==> config.mk <==
export PLATFORM = sky130hd
export DESIGN_NAME = lprs_top
export DESIGN_NICKNAME = d
export VERILOG_FILES = /design/src/include/lprs_pkg.sv /design/src/verilog/lprs_recovery_counter.sv /design/src/verilog/lprs_reset_cause.sv /design/src/verilog/lprs_top.sv
export SDC_FILE = /design/constraint.sdc
export NUM_CORES = 1
export LEC_CHECK = 0
export ABC_AREA = 1
export BUFFER_PORTS_ARGS = -buffer_cell sky130_fd_sc_hd__buf_2
export CORE_MARGIN = 4
export CORE_UTILIZATION = 53
export CTS_CLUSTER_SIZE = 14
export DETAILED_ROUTE_END_ITERATION = 8
export MAX_ROUTING_LAYER = met4
export PLACE_DENSITY = 0.8
export SYNTH_ARGS = -nofsm -noshare
export SYNTH_HDL_FRONTEND = slang
export SYNTH_HIERARCHICAL = 1
export SYNTH_SLANG_ARGS = --single-unit
==> constraint.sdc <==
create_clock -name i_core_clk -period 2.91 [get_ports i_core_clk]
set_clock_uncertainty 0.05 [all_clocks]
set_input_delay 0.291 -clock i_core_clk [delete_from_list [all_inputs] [get_ports i_core_clk]]
set_output_delay 0.291 -clock i_core_clk [all_outputs]
set_load 0.01 [all_outputs]
==> src/include/lprs_pkg.sv <==
// Purpose: Shared constants and types for the low-power and reset status block.
// Assumes: Single clock domain at 40 MHz, byte-wide register port.
// Notes: Register offsets are byte addresses on the plain register port.
package lprs_pkg;

    // ----------------------------------------
    // Register map
    // ----------------------------------------
    localparam logic [15:0] ADDR_BREAK_STATUS = 16'hFE00;
    localparam logic [15:0] ADDR_RESET_CAUSE = 16'hFE01;
    localparam logic [15:0] ADDR_UNUSED = 16'hFE02;
    localparam logic [15:0] ADDR_BREAK_FLAG_CONTROL = 16'hFE03;

    // ----------------------------------------
    // Field positions
    // ----------------------------------------
    localparam int BIT_BREAK_EXIT_WAIT = 1;
    localparam int BIT_BREAK_CLEAR_ENABLE = 7;
    localparam int BIT_RC_POWER_ON = 7;
    localparam int BIT_RC_PIN = 6;
    localparam int BIT_RC_WATCHDOG = 5;
    localparam int BIT_RC_ILLEGAL_OPCODE = 4;
    localparam int BIT_RC_ILLEGAL_ADDRESS = 3;
    localparam int BIT_RC_LOW_VOLTAGE = 1;

    // ----------------------------------------
    // Reset values and timing
    // ----------------------------------------
    localparam logic [7:0] RESET_CAUSE_POR = 8'h80;
    localparam logic [7:0] RESET_BYTE_ZERO = 8'h00;
    localparam int RECOVERY_WIDTH = 13;
    localparam logic [12:0] RECOVERY_LONG_CYCLES = 13'h1000;
    localparam logic [12:0] RECOVERY_SHORT_CYCLES = 13'h0020;

    // ----------------------------------------
    // Power state
    // ----------------------------------------
    typedef enum logic [3:0] {
        LPRS_RUN = 4'h1,
        LPRS_WAIT = 4'h2,
        LPRS_STOP = 4'h4,
        LPRS_RECOVER = 4'h8
    } lprs_state_t;

endpackage : lprs_pkg

==> src/verilog/lprs_recovery_counter.sv <==
// Purpose: Thirteen-bit recovery counter stepped on the falling crystal clock edge.
// Assumes: Clear is held from stop entry until recovery begins.
// Notes: Done is a combinational level, gated by clear, while the registered count equals the selected target.
module lprs_recovery_counter (
    input wire logic i_core_clk,
    input wire logic i_rst,
    input wire logic i_clear,
    input wire logic i_short,
    output logic o_done
);

    typedef struct packed {
        logic [12:0] count;
    } lprs_cnt_state_t;

    lprs_cnt_state_t state_reg;
    lprs_cnt_state_t state_next;
    logic [12:0] target;

    always_comb begin
        target = i_short ? lprs_pkg::RECOVERY_SHORT_CYCLES : lprs_pkg::RECOVERY_LONG_CYCLES;
        state_next = state_reg;
        if (i_clear) begin
            state_next.count = 13'h0000;
        end else if (state_reg.count != target) begin
            state_next.count = state_reg.count + 13'h0001;
        end
    end

    // ----------------------------------------
    // Falling-edge counter
    // ----------------------------------------
    always_ff @(negedge i_core_clk or posedge i_rst) begin
        if (i_rst) begin
            state_reg <= '0;
        end else begin
            state_reg <= state_next;
        end
    end

    assign o_done = !i_clear && (state_reg.count == target);
endmodule : lprs_recovery_counter

==> src/verilog/lprs_reset_cause.sv <==
// Purpose: Reset cause flags, cleared by a read and set by reset events.
// Assumes: Event inputs are one-cycle pulses from reset sources.
// Notes: A new event in a read cycle wins over the clear.
module lprs_reset_cause (
    input wire logic i_core_clk,
    input wire logic i_rst,
    input wire logic i_por,
    input wire logic i_pin,
    input wire logic i_watchdog,
    input wire logic i_illegal_opcode,
    input wire logic i_illegal_fetch,
    input wire logic i_low_voltage,
    input wire logic i_read_clear,
    output logic [7:0] o_flags
);

    typedef struct packed {
        logic [7:0] flags;
    } lprs_rc_state_t;

    lprs_rc_state_t state_reg;
    lprs_rc_state_t state_next;

    always_comb begin
        state_next = state_reg;
        if (i_read_clear) begin
            state_next.flags = lprs_pkg::RESET_BYTE_ZERO;
        end
        if (i_por) begin
            state_next.flags = lprs_pkg::RESET_CAUSE_POR;
        end else begin
            if (i_pin) begin
                state_next.flags[lprs_pkg::BIT_RC_PIN] = 1'b1;
            end
            if (i_watchdog) begin
                state_next.flags[lprs_pkg::BIT_RC_WATCHDOG] = 1'b1;
            end
            if (i_illegal_opcode) begin
                state_next.flags[lprs_pkg::BIT_RC_ILLEGAL_OPCODE] = 1'b1;
            end
            if (i_illegal_fetch) begin
                state_next.flags[lprs_pkg::BIT_RC_ILLEGAL_ADDRESS] = 1'b1;
            end
            if (i_low_voltage) begin
                state_next.flags[lprs_pkg::BIT_RC_LOW_VOLTAGE] = 1'b1;
            end
        end
    end

    always_ff @(posedge i_core_clk or posedge i_rst) begin
        if (i_rst) begin
            state_reg <= lprs_pkg::RESET_CAUSE_POR;
        end else begin
            state_reg <= state_next;
        end
    end

    assign o_flags = state_reg.flags;
endmodule : lprs_reset_cause

==> src/verilog/lprs_top.sv <==
// Purpose: Stop and wait sequencing, clock gating and status registers.
// Assumes: All inputs synchronous to i_core_clk; sleep commands are pulses.
// Notes: Reads return data one cycle after the read strobe.
//
// Local design decision: strobed register access.

// Contract
// - Stop entry clears counter, gates clocks.
// - Peripheral interrupt wakes from stop.
// - Stacking waits for recovery delay.
// - Any reset ends stop.
// - Both clock outputs off in stop.
// - Recovery 4096 cycles, or 32 short.
// - Break inactive in stop, registers kept.
// - Counter held clear until recovery begins.
// - Wait ends on pin, interrupt, break.
// - Three registers at fixed addresses.
// - Break-exit-wait flag set, write-zero clear.
// - Reset cause read clears six flags.
// - Power-on sets only power-on flag.
// - Pin reset sets pin flag.
// - Watchdog reset sets watchdog flag.
// - Illegal opcode sets its flag.
// - Only illegal fetches set address flag.
// - Low voltage sets its flag.
// - Break-state clears need clear-enable bit; reset cause read clears without it.
// - Counter 13 bits, falling edge.
// - Stop or wait clears interrupt mask.
// - Break during wait sets exit flag.
module lprs_top (
    input wire logic i_core_clk,
    input wire logic i_rst,
    input wire logic i_stop_cmd,
    input wire logic i_wait_cmd,
    input wire logic i_irq,
    input wire logic i_break_irq,
    input wire logic i_break_state,
    input wire logic i_short_recovery_option,
    input wire logic i_reset_pin,
    input wire logic i_por,
    input wire logic i_watchdog_reset,
    input wire logic i_illegal_opcode_reset,
    input wire logic i_illegal_fetch_reset,
    input wire logic i_illegal_data_access,
    input wire logic i_low_voltage_reset,
    input wire logic i_any_reset,
    input wire logic [15:0] i_addr,
    input wire logic [7:0] i_wdata,
    input wire logic i_wr,
    input wire logic i_rd,
    output logic [7:0] o_rdata,
    output logic o_crystal_clock_en,
    output logic o_base_clock_en,
    output logic o_cpu_clock_en,
    output logic o_break_enable,
    output logic o_stack_start,
    output logic o_clear_imask,
    output logic o_sleep_exit_event,
    output logic o_flag_clear_allowed
);

    // ----------------------------------------
    // State
    // ----------------------------------------
    typedef struct packed {
        lprs_pkg::lprs_state_t mode;
        logic break_exit_wait_flag;
        logic break_clear_enable;
        logic [7:0] rdata;
        logic crystal_en;
        logic base_en;
        logic cpu_en;
        logic break_en;
        logic stack_start;
        logic clear_imask;
        logic exit_event;
        logic clear_allowed;
    } lprs_top_state_t;

    lprs_top_state_t state_reg;
    lprs_top_state_t state_next;
    logic recovery_done;
    logic [7:0] cause_flags;
    logic cause_read;
    logic counter_clear;
    logic wait_exit;

    function automatic logic addr_hit(input logic [15:0] a, input logic [15:0] base);
        addr_hit = (a == base);
    endfunction : addr_hit

    assign cause_read = i_rd && addr_hit(i_addr, lprs_pkg::ADDR_RESET_CAUSE);
    assign counter_clear = (state_reg.mode != lprs_pkg::LPRS_RECOVER);
    assign wait_exit = i_reset_pin || i_irq || i_break_irq;

    // ----------------------------------------
    // Submodules
    // ----------------------------------------
    lprs_recovery_counter u_counter (
        .i_core_clk(i_core_clk),
        .i_rst(i_rst),
        .i_clear(counter_clear),
        .i_short(i_short_recovery_option),
        .o_done(recovery_done)
    );

    lprs_reset_cause u_cause (
        .i_core_clk(i_core_clk),
        .i_rst(i_rst),
        .i_por(i_por),
        .i_pin(i_reset_pin),
        .i_watchdog(i_watchdog_reset),
        .i_illegal_opcode(i_illegal_opcode_reset),
        .i_illegal_fetch(i_illegal_fetch_reset),
        .i_low_voltage(i_low_voltage_reset),
        .i_read_clear(cause_read),
        .o_flags(cause_flags)
    );

    // ----------------------------------------
    // Next-state logic
    // ----------------------------------------
    always_comb begin
        state_next = state_reg;
        state_next.stack_start = 1'b0;
        state_next.clear_imask = 1'b0;
        state_next.exit_event = 1'b0;
        state_next.rdata = 8'h00;
        unique case (state_reg.mode)
            lprs_pkg::LPRS_RUN: begin
                if (i_stop_cmd) begin
                    state_next.mode = lprs_pkg::LPRS_STOP;
                    state_next.clear_imask = 1'b1;
                end else if (i_wait_cmd) begin
                    state_next.mode = lprs_pkg::LPRS_WAIT;
                    state_next.clear_imask = 1'b1;
                end
            end
            lprs_pkg::LPRS_WAIT: begin
                if (wait_exit) begin
                    state_next.mode = lprs_pkg::LPRS_RUN;
                    state_next.exit_event = 1'b1;
                    state_next.stack_start = i_irq || i_break_irq;
                end
            end
            lprs_pkg::LPRS_STOP: begin
                if (i_irq) begin
                    state_next.mode = lprs_pkg::LPRS_RECOVER;
                end
            end
            lprs_pkg::LPRS_RECOVER: begin
                if (recovery_done) begin
                    state_next.mode = lprs_pkg::LPRS_RUN;
                    state_next.stack_start = 1'b1;
                    state_next.exit_event = 1'b1;
                end
            end
        endcase
        if (i_any_reset) begin
            state_next.mode = lprs_pkg::LPRS_RUN;
            state_next.stack_start = 1'b0;
            state_next.break_exit_wait_flag = 1'b0;
        end
        state_next.crystal_en = (state_next.mode != lprs_pkg::LPRS_STOP)
            && (state_next.mode != lprs_pkg::LPRS_RECOVER);
        state_next.base_en = state_next.crystal_en;
        state_next.cpu_en = (state_next.mode == lprs_pkg::LPRS_RUN);
        state_next.break_en = state_next.crystal_en;
        if (i_wr && addr_hit(i_addr, lprs_pkg::ADDR_BREAK_STATUS)
            && !i_wdata[lprs_pkg::BIT_BREAK_EXIT_WAIT]
            && (!i_break_state || state_reg.break_clear_enable)) begin
            state_next.break_exit_wait_flag = 1'b0;
        end
        if (i_wr && addr_hit(i_addr, lprs_pkg::ADDR_BREAK_FLAG_CONTROL)) begin
            state_next.break_clear_enable = i_wdata[lprs_pkg::BIT_BREAK_CLEAR_ENABLE];
        end
        if ((state_reg.mode == lprs_pkg::LPRS_WAIT) && i_break_irq && !i_any_reset) begin
            state_next.break_exit_wait_flag = 1'b1;
        end
        state_next.clear_allowed = !i_break_state || state_next.break_clear_enable;
        if (i_rd) begin
            if (addr_hit(i_addr, lprs_pkg::ADDR_BREAK_STATUS)) begin
                state_next.rdata[lprs_pkg::BIT_BREAK_EXIT_WAIT] = state_reg.break_exit_wait_flag;
            end else if (addr_hit(i_addr, lprs_pkg::ADDR_RESET_CAUSE)) begin
                state_next.rdata = cause_flags;
            end else if (addr_hit(i_addr, lprs_pkg::ADDR_BREAK_FLAG_CONTROL)) begin
                state_next.rdata[lprs_pkg::BIT_BREAK_CLEAR_ENABLE] = state_reg.break_clear_enable;
            end
        end
    end

    always_ff @(posedge i_core_clk or posedge i_rst) begin
        if (i_rst) begin
            state_reg.mode <= lprs_pkg::LPRS_RUN;
            state_reg.break_exit_wait_flag <= 1'b0;
            state_reg.break_clear_enable <= 1'b0;
            state_reg.rdata <= 8'h00;
            state_reg.crystal_en <= 1'b1;
            state_reg.base_en <= 1'b1;
            state_reg.cpu_en <= 1'b1;
            state_reg.break_en <= 1'b1;
            state_reg.stack_start <= 1'b0;
            state_reg.clear_imask <= 1'b0;
            state_reg.exit_event <= 1'b0;
            state_reg.clear_allowed <= 1'b1;
        end else begin
            state_reg <= state_next;
        end
    end

    assign o_rdata = state_reg.rdata;
    assign o_crystal_clock_en = state_reg.crystal_en;
    assign o_base_clock_en = state_reg.base_en;
    assign o_cpu_clock_en = state_reg.cpu_en;
    assign o_break_enable = state_reg.break_en;
    assign o_stack_start = state_reg.stack_start;
    assign o_clear_imask = state_reg.clear_imask;
    assign o_sleep_exit_event = state_reg.exit_event;
    assign o_flag_clear_allowed = state_reg.clear_allowed;
endmodule : lprs_top

==> metrics.md, run 1 <==
| Metric | Value |
|---|---|
| Adder-Cell Fraction of Synth Area | 0.0111 |
| Initial DRC count | 98 |
| Cell Area, Synth | 2260 um^2 |
| Final setup vio count | 3 |
| Core Footprint | 4060 um^2 |
| Routability cong. | 0.905 |
| Die footprint | 5370 um^2 |
| Initial Util | 0.556 |
| XOR/XNOR Fraction of Synth Area | 0.0194 |
| Sink Count | 39 |
| Global route overflow | 0 |
| Simple-gate area share of the yosys netlist | 0.356 |
| Status | finished, violations left |
| Synth top cells by count | nand2_1 (54), inv_1 (42), nor2_1 (32) |
| Yosys top cell by area | dfrtp_1 |
| Final WS setup | -0.0248 ns |
| Ant. Diodes | 0 |
| First-pass GRT wire length | 8.05 mm |
| Fin Setup TNS | -0.0632 ns |
| Gr usage total | 0.200 |
| Yosys top cell area share | 0.233 |
| Cts bufs inserted | 5 |
| Top Metal Used | met4 |
| Main flop type after synthesis | dfrtp_1 |
| Via Count | 2019 |
| HP Class | in2reg |
| # DRC | 0 |
| Setup crit start | u_counter/state_reg[6] |
| CTS tree | done |
| Wl on met1 | 2.08 mm |
| Largest family of logic cells by synthesized area | simple AND/OR/NAND/NOR gates |
| Worst setup SP type | flop |
| Final HPWL DP | 3.70 mm |
| DR pass1 iterations | 4 |
| Chip width | 73.3 um |
| Portion of netlist area occupied by mux cells | 0 |
| Synth cell types | 32 |
| CP most frequent cell | nand2_2 |
| Port Buf Inserts | 50 |
| Placed Cells | 393 |
| Die outline height | 73.3 um |
| RSZ-0062 raised after global routing | yes |
| Skew-Pair Late Insertion Delay | 0.29 ns |
| Root buffer cell | clkbuf_8 |
| Hold Crit Endpoint | o_flag_clear_allowed |
| Wirelength per Cell | 11.7 um |
| Crit-path cells | nor2_2 > nand2_2 > nor2_4 > and3_4 > inv_2 > nand3_2 > nand2_1 > inv_1 > nand2_2 > nand3_2 > nand2_2 > nor2_2 |
| Post-synth EDFFs | 0 |
| Routed WL | 4.83 mm |
| Vias per cell | 4.90 |
| Max Cap Viol | 0 |
| Slew Limit Fails | 0 |
| Fin. Hold Viols | 0 |
| Area grow syn2layout | 28.9% |
| Ys async rst share | 1.00 |
| Largest net degree at the start of global routing | 21 |
| CP max-delay cell | dfrtn_1 |
| Relative slew slack | 0.501 |
| Clock Pin Slew Worst Setup and Hold Paths | 0.08 ns |
| Count leader, synth | nand2_1 |
| Max incr delay on CP | 0.37 ns |
| Yosys warns | 6 |
| Max IR drop VDD | 0.466 mV |
| Hold Crit Start | i_break_state |
| Worst r2r src | u_counter/state_reg[6] |
| Seq cells post-synth | 39 |
| CP max FO | 2 |
| Area after DPL | 2640 um^2 |
| Worst r2r dst | o_cpu_clock_en |
| Top cells by area, synth | dfrtp_1 (23%), dfrtn_1 (14%), nand2_1 (9.0%) |
| Avg Inst Size Synth | 7.92 um^2 |
| Leakage Power | 1.54 nW |
| Hold Path Stages | 2 |
| Clock buffer depth | 2 |
| Failing checks | setup timing |
| Crit. End Element | flop |
| I/O pins | 58 |
| Vias in the first global route | 1935 |
| Worst Tran Pin Value | 0.748 ns |
| Critical Path AT | 3.12 ns |
| Seq/Total Area, Yosys | 0.435 |
| Design area | 2910 um^2 |
| Final core utilization | 0.717 |
| CTS H-tree depth | 2 |
| Critical setup path kind | reg2reg |
| Routed Antenna Nets | 0 |
| Placement row count | 23 |
| Initial antenna violation count | 0 |
| Met3 routed WL | 220 um |
| R2r setup slk | -0.02 ns |
| Layout cells sized above 1 | 0.436 |
| Finished Layout Cells | 412 |
| Max reg flops | 13 |
| WP data required | 3.09 ns |
| R2R depth | 12 |
| Synth Area in Compound Gates | 0.0527 |
| Synth Instances | 285 |
| Met2 wire length | 2.46 mm |
| Cell Pwr Density | 410 nW/um^2 |
| Nets | 405 |
worst max-delay path by stage:
stage | end | slack, ns | cells after the start
after floorplan | o_break_enable | -0.02 | 13
after global placement | o_break_enable | -0.03 | 13
after detailed placement | o_break_enable | -0.11 | 13
after CTS | o_break_enable | -0.04 | 13
after global routing | o_cpu_clock_en | -0.14 | 12
final | o_cpu_clock_en | -0.02 | 12
layer usage:
layer / vias to the layer above / global-route usage
li1: 1030 / -
met1: 941 / 0.239
met2: 39 / 0.332
met3: 9 / 0.0424
met4: 0 / 0.0758
met5: - / -
per-stage QoR:
step | hold WS (ns) | power [mW] | setup slack [ns]
floorplan | 0.0312 | 0.681 | -0.0248
global placement | 0.182 | 0.733 | -0.0340
detailed placement | 0.195 | 0.739 | -0.111
CTS | 0.101 | 1.19 | -0.0380
global route | 0.108 | 1.24 | -0.142
finish | 0.115 | 1.19 | -0.0248
cells in the final DEF (no fill, tap or decap), drive strengths merged, types with 2 or more instances in the layout:
cell	n
ha	2
nor3	2
buf	80
o21ai	2
nand2	68
a21oi	16
conb	2
dfrtn	13
clkbuf	5
nor2	45
clkinv	3
dfstp	5
nand3	26
xor2	2
xnor2	3
dfrtp	21
inv	48
nand4	12
kinds of logic after synthesis:
logic type	after synthesis
AO/OA/AOI/OAI	20
XOR/XNOR	5
adder cells (fa/ha/maj)	2
buffers and inverters	62
flip-flops	39
other	1
AND/OR/NAND/NOR	156
worst max-delay path, delay by kind of cell, from the launching register on:
| family | cells | cell delay, ns |
|---|---|---|
| flip-flops | 1 | 0.37 |
| buffers and inverters | 2 | 0.09 |
| AND/OR/NAND/NOR | 10 | 0.91 |
power by group:
group | leakage, nW | internal, mW | switching (mW)
Clock | 0.0581 | 0.255 | 0.195
Sequential | 0.515 | 0.564 | 0.0102
Combinational | 0.967 | 0.0697 | 0.0970
Total | 1.54 | 0.889 | 0.303
repair_timing:
item	CTS	global route
pin swaps	7	6
setup endpoints to repair	4	7
endpoints found under the hold margin	5	0
hold buffers	1	0
setup buffers	2	8
resized for setup	10	13
cloned	0	0
final cells by class:
class	instances	area (um^2)
tap	50	62.6
timing repair buffer	81	485
fill	319	1150
inverter	49	185
sequential	39	983
multi-input combinational	185	1080
clock buffer	5	68.8
clock inverter	3	43.8
(Power assumes the default switching activity.)
==> run 2: changes to the inputs <==
Settings changed: ABC_AREA 1 to default, PLACE_DENSITY 0.8 to 0.81.
==> metrics.md, run 2 <==
| Metric | Value |
|---|---|
| Synth cell types | 55 (+72%) |
| Ys async rst share | 1.00 (unchanged) |
| Max Cap Viol | 0 (unchanged) |
| Top Metal Used | met4 |
| Initial antenna violation count | 0 (unchanged) |
| Synth top cells by count | dfrtp_1 (21), inv_1 (18), dfrtn_1 (13), nor2_1 (13), buf_4 (12) |
| Finished Layout Cells | 333 (-19%) |
| CP max FO | 3 (+1) |
| Placed Cells | 311 (-21%) |
| Cell Area, Synth | 2060 um^2 (-8.9%) |
| Crit. End Element | flop |
| Seq/Total Area, Yosys | 0.477 (+0.0423) |
| Vias in the first global route | 1847 (-4.5%) |
| DR pass1 iterations | 4 (unchanged) |
| Design area | 2720 um^2 (-6.5%) |
| Final setup vio count | 18 (+15) |
| Root buffer cell | clkbuf_8 |
| Vias per cell | 5.30 (+8.1%) |
| Critical Path AT | 3.86 ns (+0.74 ns) |
| Core Footprint | 3720 um^2 (-8.4%) |
| Status | finished, violations left |
| Routed Antenna Nets | 0 (unchanged) |
| Clock Pin Slew Worst Setup and Hold Paths | 0.08 ns (about the same) |
| Fin Setup TNS | -12.29 ns (-12.22 ns) |
| Final HPWL DP | 3.50 mm (-5.2%) |
| Critical setup path kind | reg2reg |
| WP data required | 3.08 ns (about the same) |
| Most common cell after layout, fill and taps aside | buf_2 |
| Via Count | 1764 (-13%) |
| Most frequent cells in the layout | buf_2 (50), buf_4 (31), dfrtp_1 (20) |
| Top cells by area, synth | dfrtp_1 (26%), dfrtn_1 (16%), dfstp_2 (6.4%) |
| Routed WL | 4.95 mm (+2.4%) |
| First-pass GRT wire length | 8.31 mm (+3.3%) |
| Relative slew slack | 0.460 (-0.0414) |
| Synth Instances | 203 (-29%) |
| Initial Util | 0.554 (-0.00274) |
| Yosys top cell by area | dfrtp_1 |
| Die outline height | 70.3 um (-4.0%) |
| Layout cells sized above 1 | 0.463 (+0.0267) |
| Worst Tran Pin Value | 0.810 ns (+0.0620 ns) |
| Clock buffer depth | 2 (unchanged) |
| HP Class | in2reg |
| Die footprint | 4940 um^2 (-7.9%) |
| Nets | 328 (-19%) |
| Main flop type after synthesis | dfrtp_1 |
| Post-synth EDFFs | 0 (unchanged) |
| Max IR drop VDD | 0.283 mV (-39%) |
| CTS H-tree depth | 2 (unchanged) |
| Max reg flops | 13 (unchanged) |
| Placement row count | 22 (-4.3%) |
| Worst setup SP type | flop |
| Skew-Pair Late Insertion Delay | 0.29 ns (about the same) |
| Area grow syn2layout | 32.2% |
| CTS tree | done |
| Initial DRC count | 96 (-2.0%) |
| Avg Inst Size Synth | 10.1 um^2 (+28%) |
| Met2 wire length | 2.51 mm (+2.1%) |
| Yosys top cell area share | 0.255 (+0.0227) |
| Ant. Diodes | 0 (unchanged) |
| # DRC | 0 (unchanged) |
| Final WS setup | -0.776 ns (-0.752 ns) |
| Wirelength per Cell | 14.9 um (+27%) |
| Global route overflow | 0 (unchanged) |
| Fin. Hold Viols | 0 (unchanged) |
| I/O pins | 58 (unchanged) |
| Gr usage total | 0.217 (+0.0168) |
| RSZ-0062 raised after global routing | yes |
| Wl on met1 | 1.98 mm (-4.7%) |
| Chip width | 70.3 um (-4.0%) |
| Cell Pwr Density | 391 nW/um^2 (-4.5%) |
| Count leader, synth | dfrtp_1 |
| Cts bufs inserted | 5 (unchanged) |
| Yosys warns | 6 (unchanged) |
| Routability cong. | 0.833 (-8.0%) |
| Area after DPL | 2460 um^2 (-6.7%) |
| FILL cells | 247 (-23%) |
| Port Buf Inserts | 50 (unchanged) |
| Met3 routed WL | 314 um (+43%) |
| Largest net degree at the start of global routing | 21 (unchanged) |
| Sink Count | 39 (unchanged) |
| Leakage Power | 1.30 nW (-16%) |
| Failing checks | setup timing |
| Slew Limit Fails | 0 (unchanged) |
| Seq cells post-synth | 39 (unchanged) |
## run 2: cell count changes in the layout (fill, tap and decap cells not counted), sizes merged, moves of 7 or more
| cell | delta |
|---|---|
| nand4 | -7 |
| nor2 | -31 |
| nand2b | +7 |
| nand2 | -58 |
| nand3 | -17 |
| and2 | +7 |
| inv | -30 |
| a21oi | -7 |
## run 2: path summary, 6_finish.rpt
check	end	cells past startpoint	start	slack, ns
max in group asynchronous	u_counter/state_reg[7]	3	i_rst	0.56
max reg2reg	o_break_enable	10	u_counter/state_reg[0]	-0.78
min	o_flag_clear_allowed	2	i_break_state	0.1
max	o_break_enable	10	u_counter/state_reg[0]	-0.78
min in group asynchronous	u_cause/o_flags[3]	3	i_rst	0.42
min reg2reg	o_rdata[5]	1	u_cause/o_flags[5]	0.44
## run 2: through the flow
| stage | hold WS (ns) | setup WS [ns] | total power, mW | util |
|---|---|---|---|---|
| 4_1_cts | 0.0977 | -0.757 | 1.06 | 0.708 |
| 3_5_place_dp | 0.187 | -0.820 | 0.706 | 0.662 |
| 3_3_place_gp | 0.185 | -0.674 | 0.702 | 0.662 |
| 6_report | 0.0966 | -0.776 | 1.06 | 0.732 |
| 2_1_floorplan | 0.0312 | -0.745 | 0.651 | - |
| 5_1_grt | 0.121 | -0.933 | 1.11 | 0.732 |
## run 2: cells by family (layout without fill, tap and decap cells)
logic type	Yosys count	count (layout)	share of synthesized area
buffers and inverters	33	113	0.0870
AO/OA/AOI/OAI	31	31	0.110
XOR/XNOR	10	10	0.0462
AND/OR/NAND/NOR	86	87	0.260
other	1	2	0.00182
adder cells (fa/ha/maj)	2	2	0.0122
multiplexers	1	1	0.00547
flip-flops	39	39	0.477
## run 2: final cells by class
class	instances	area, um^2	area share
Clock buffer	6	72.6	0.0267
Clock inverter	2	12.5	0.00460
Inverter	18	67.6	0.0248
Multi-Input combinational cell	133	975	0.358
Sequential cell	39	983	0.362
Tap cell	48	60.1	0.0221
Timing Repair Buffer	87	549	0.202
## run 2: timing repair
item | CTS | global route
endpoints found under the hold margin | 5 | 0
hold buffers | 1 | 0
pin swaps | 5 | 4
setup endpoints to repair | 18 | 18
resized for setup | 12 | 10
gates cloned | 0 | 1
setup buffers | 5 | 8
## run 2: power by group
group | switching (mW) | internal, mW
Sequential | 0.00865 | 0.561
Clock | 0.190 | 0.167
Combinational | 0.0734 | 0.0632
## run 2: routing by layer
metal,up-vias,GRT usage
met5,-,-
met1,833,0.258
met2,69,0.360
met3,17,0.0547
met4,0,0.0723
li1,845,-
## run 2: worst max-delay path: stages (launching register included)
cell       delay [ns]
dfrtn_1          0.37
inv_1            0.07
ha_1             0.13
or4b_4           0.47
a2111oi_4        0.31
buf_4            0.17
nand3b_1         0.08
a21boi_2         0.18
nor4_4           0.08
xnor2_1          0.16
nand3b_1         0.09
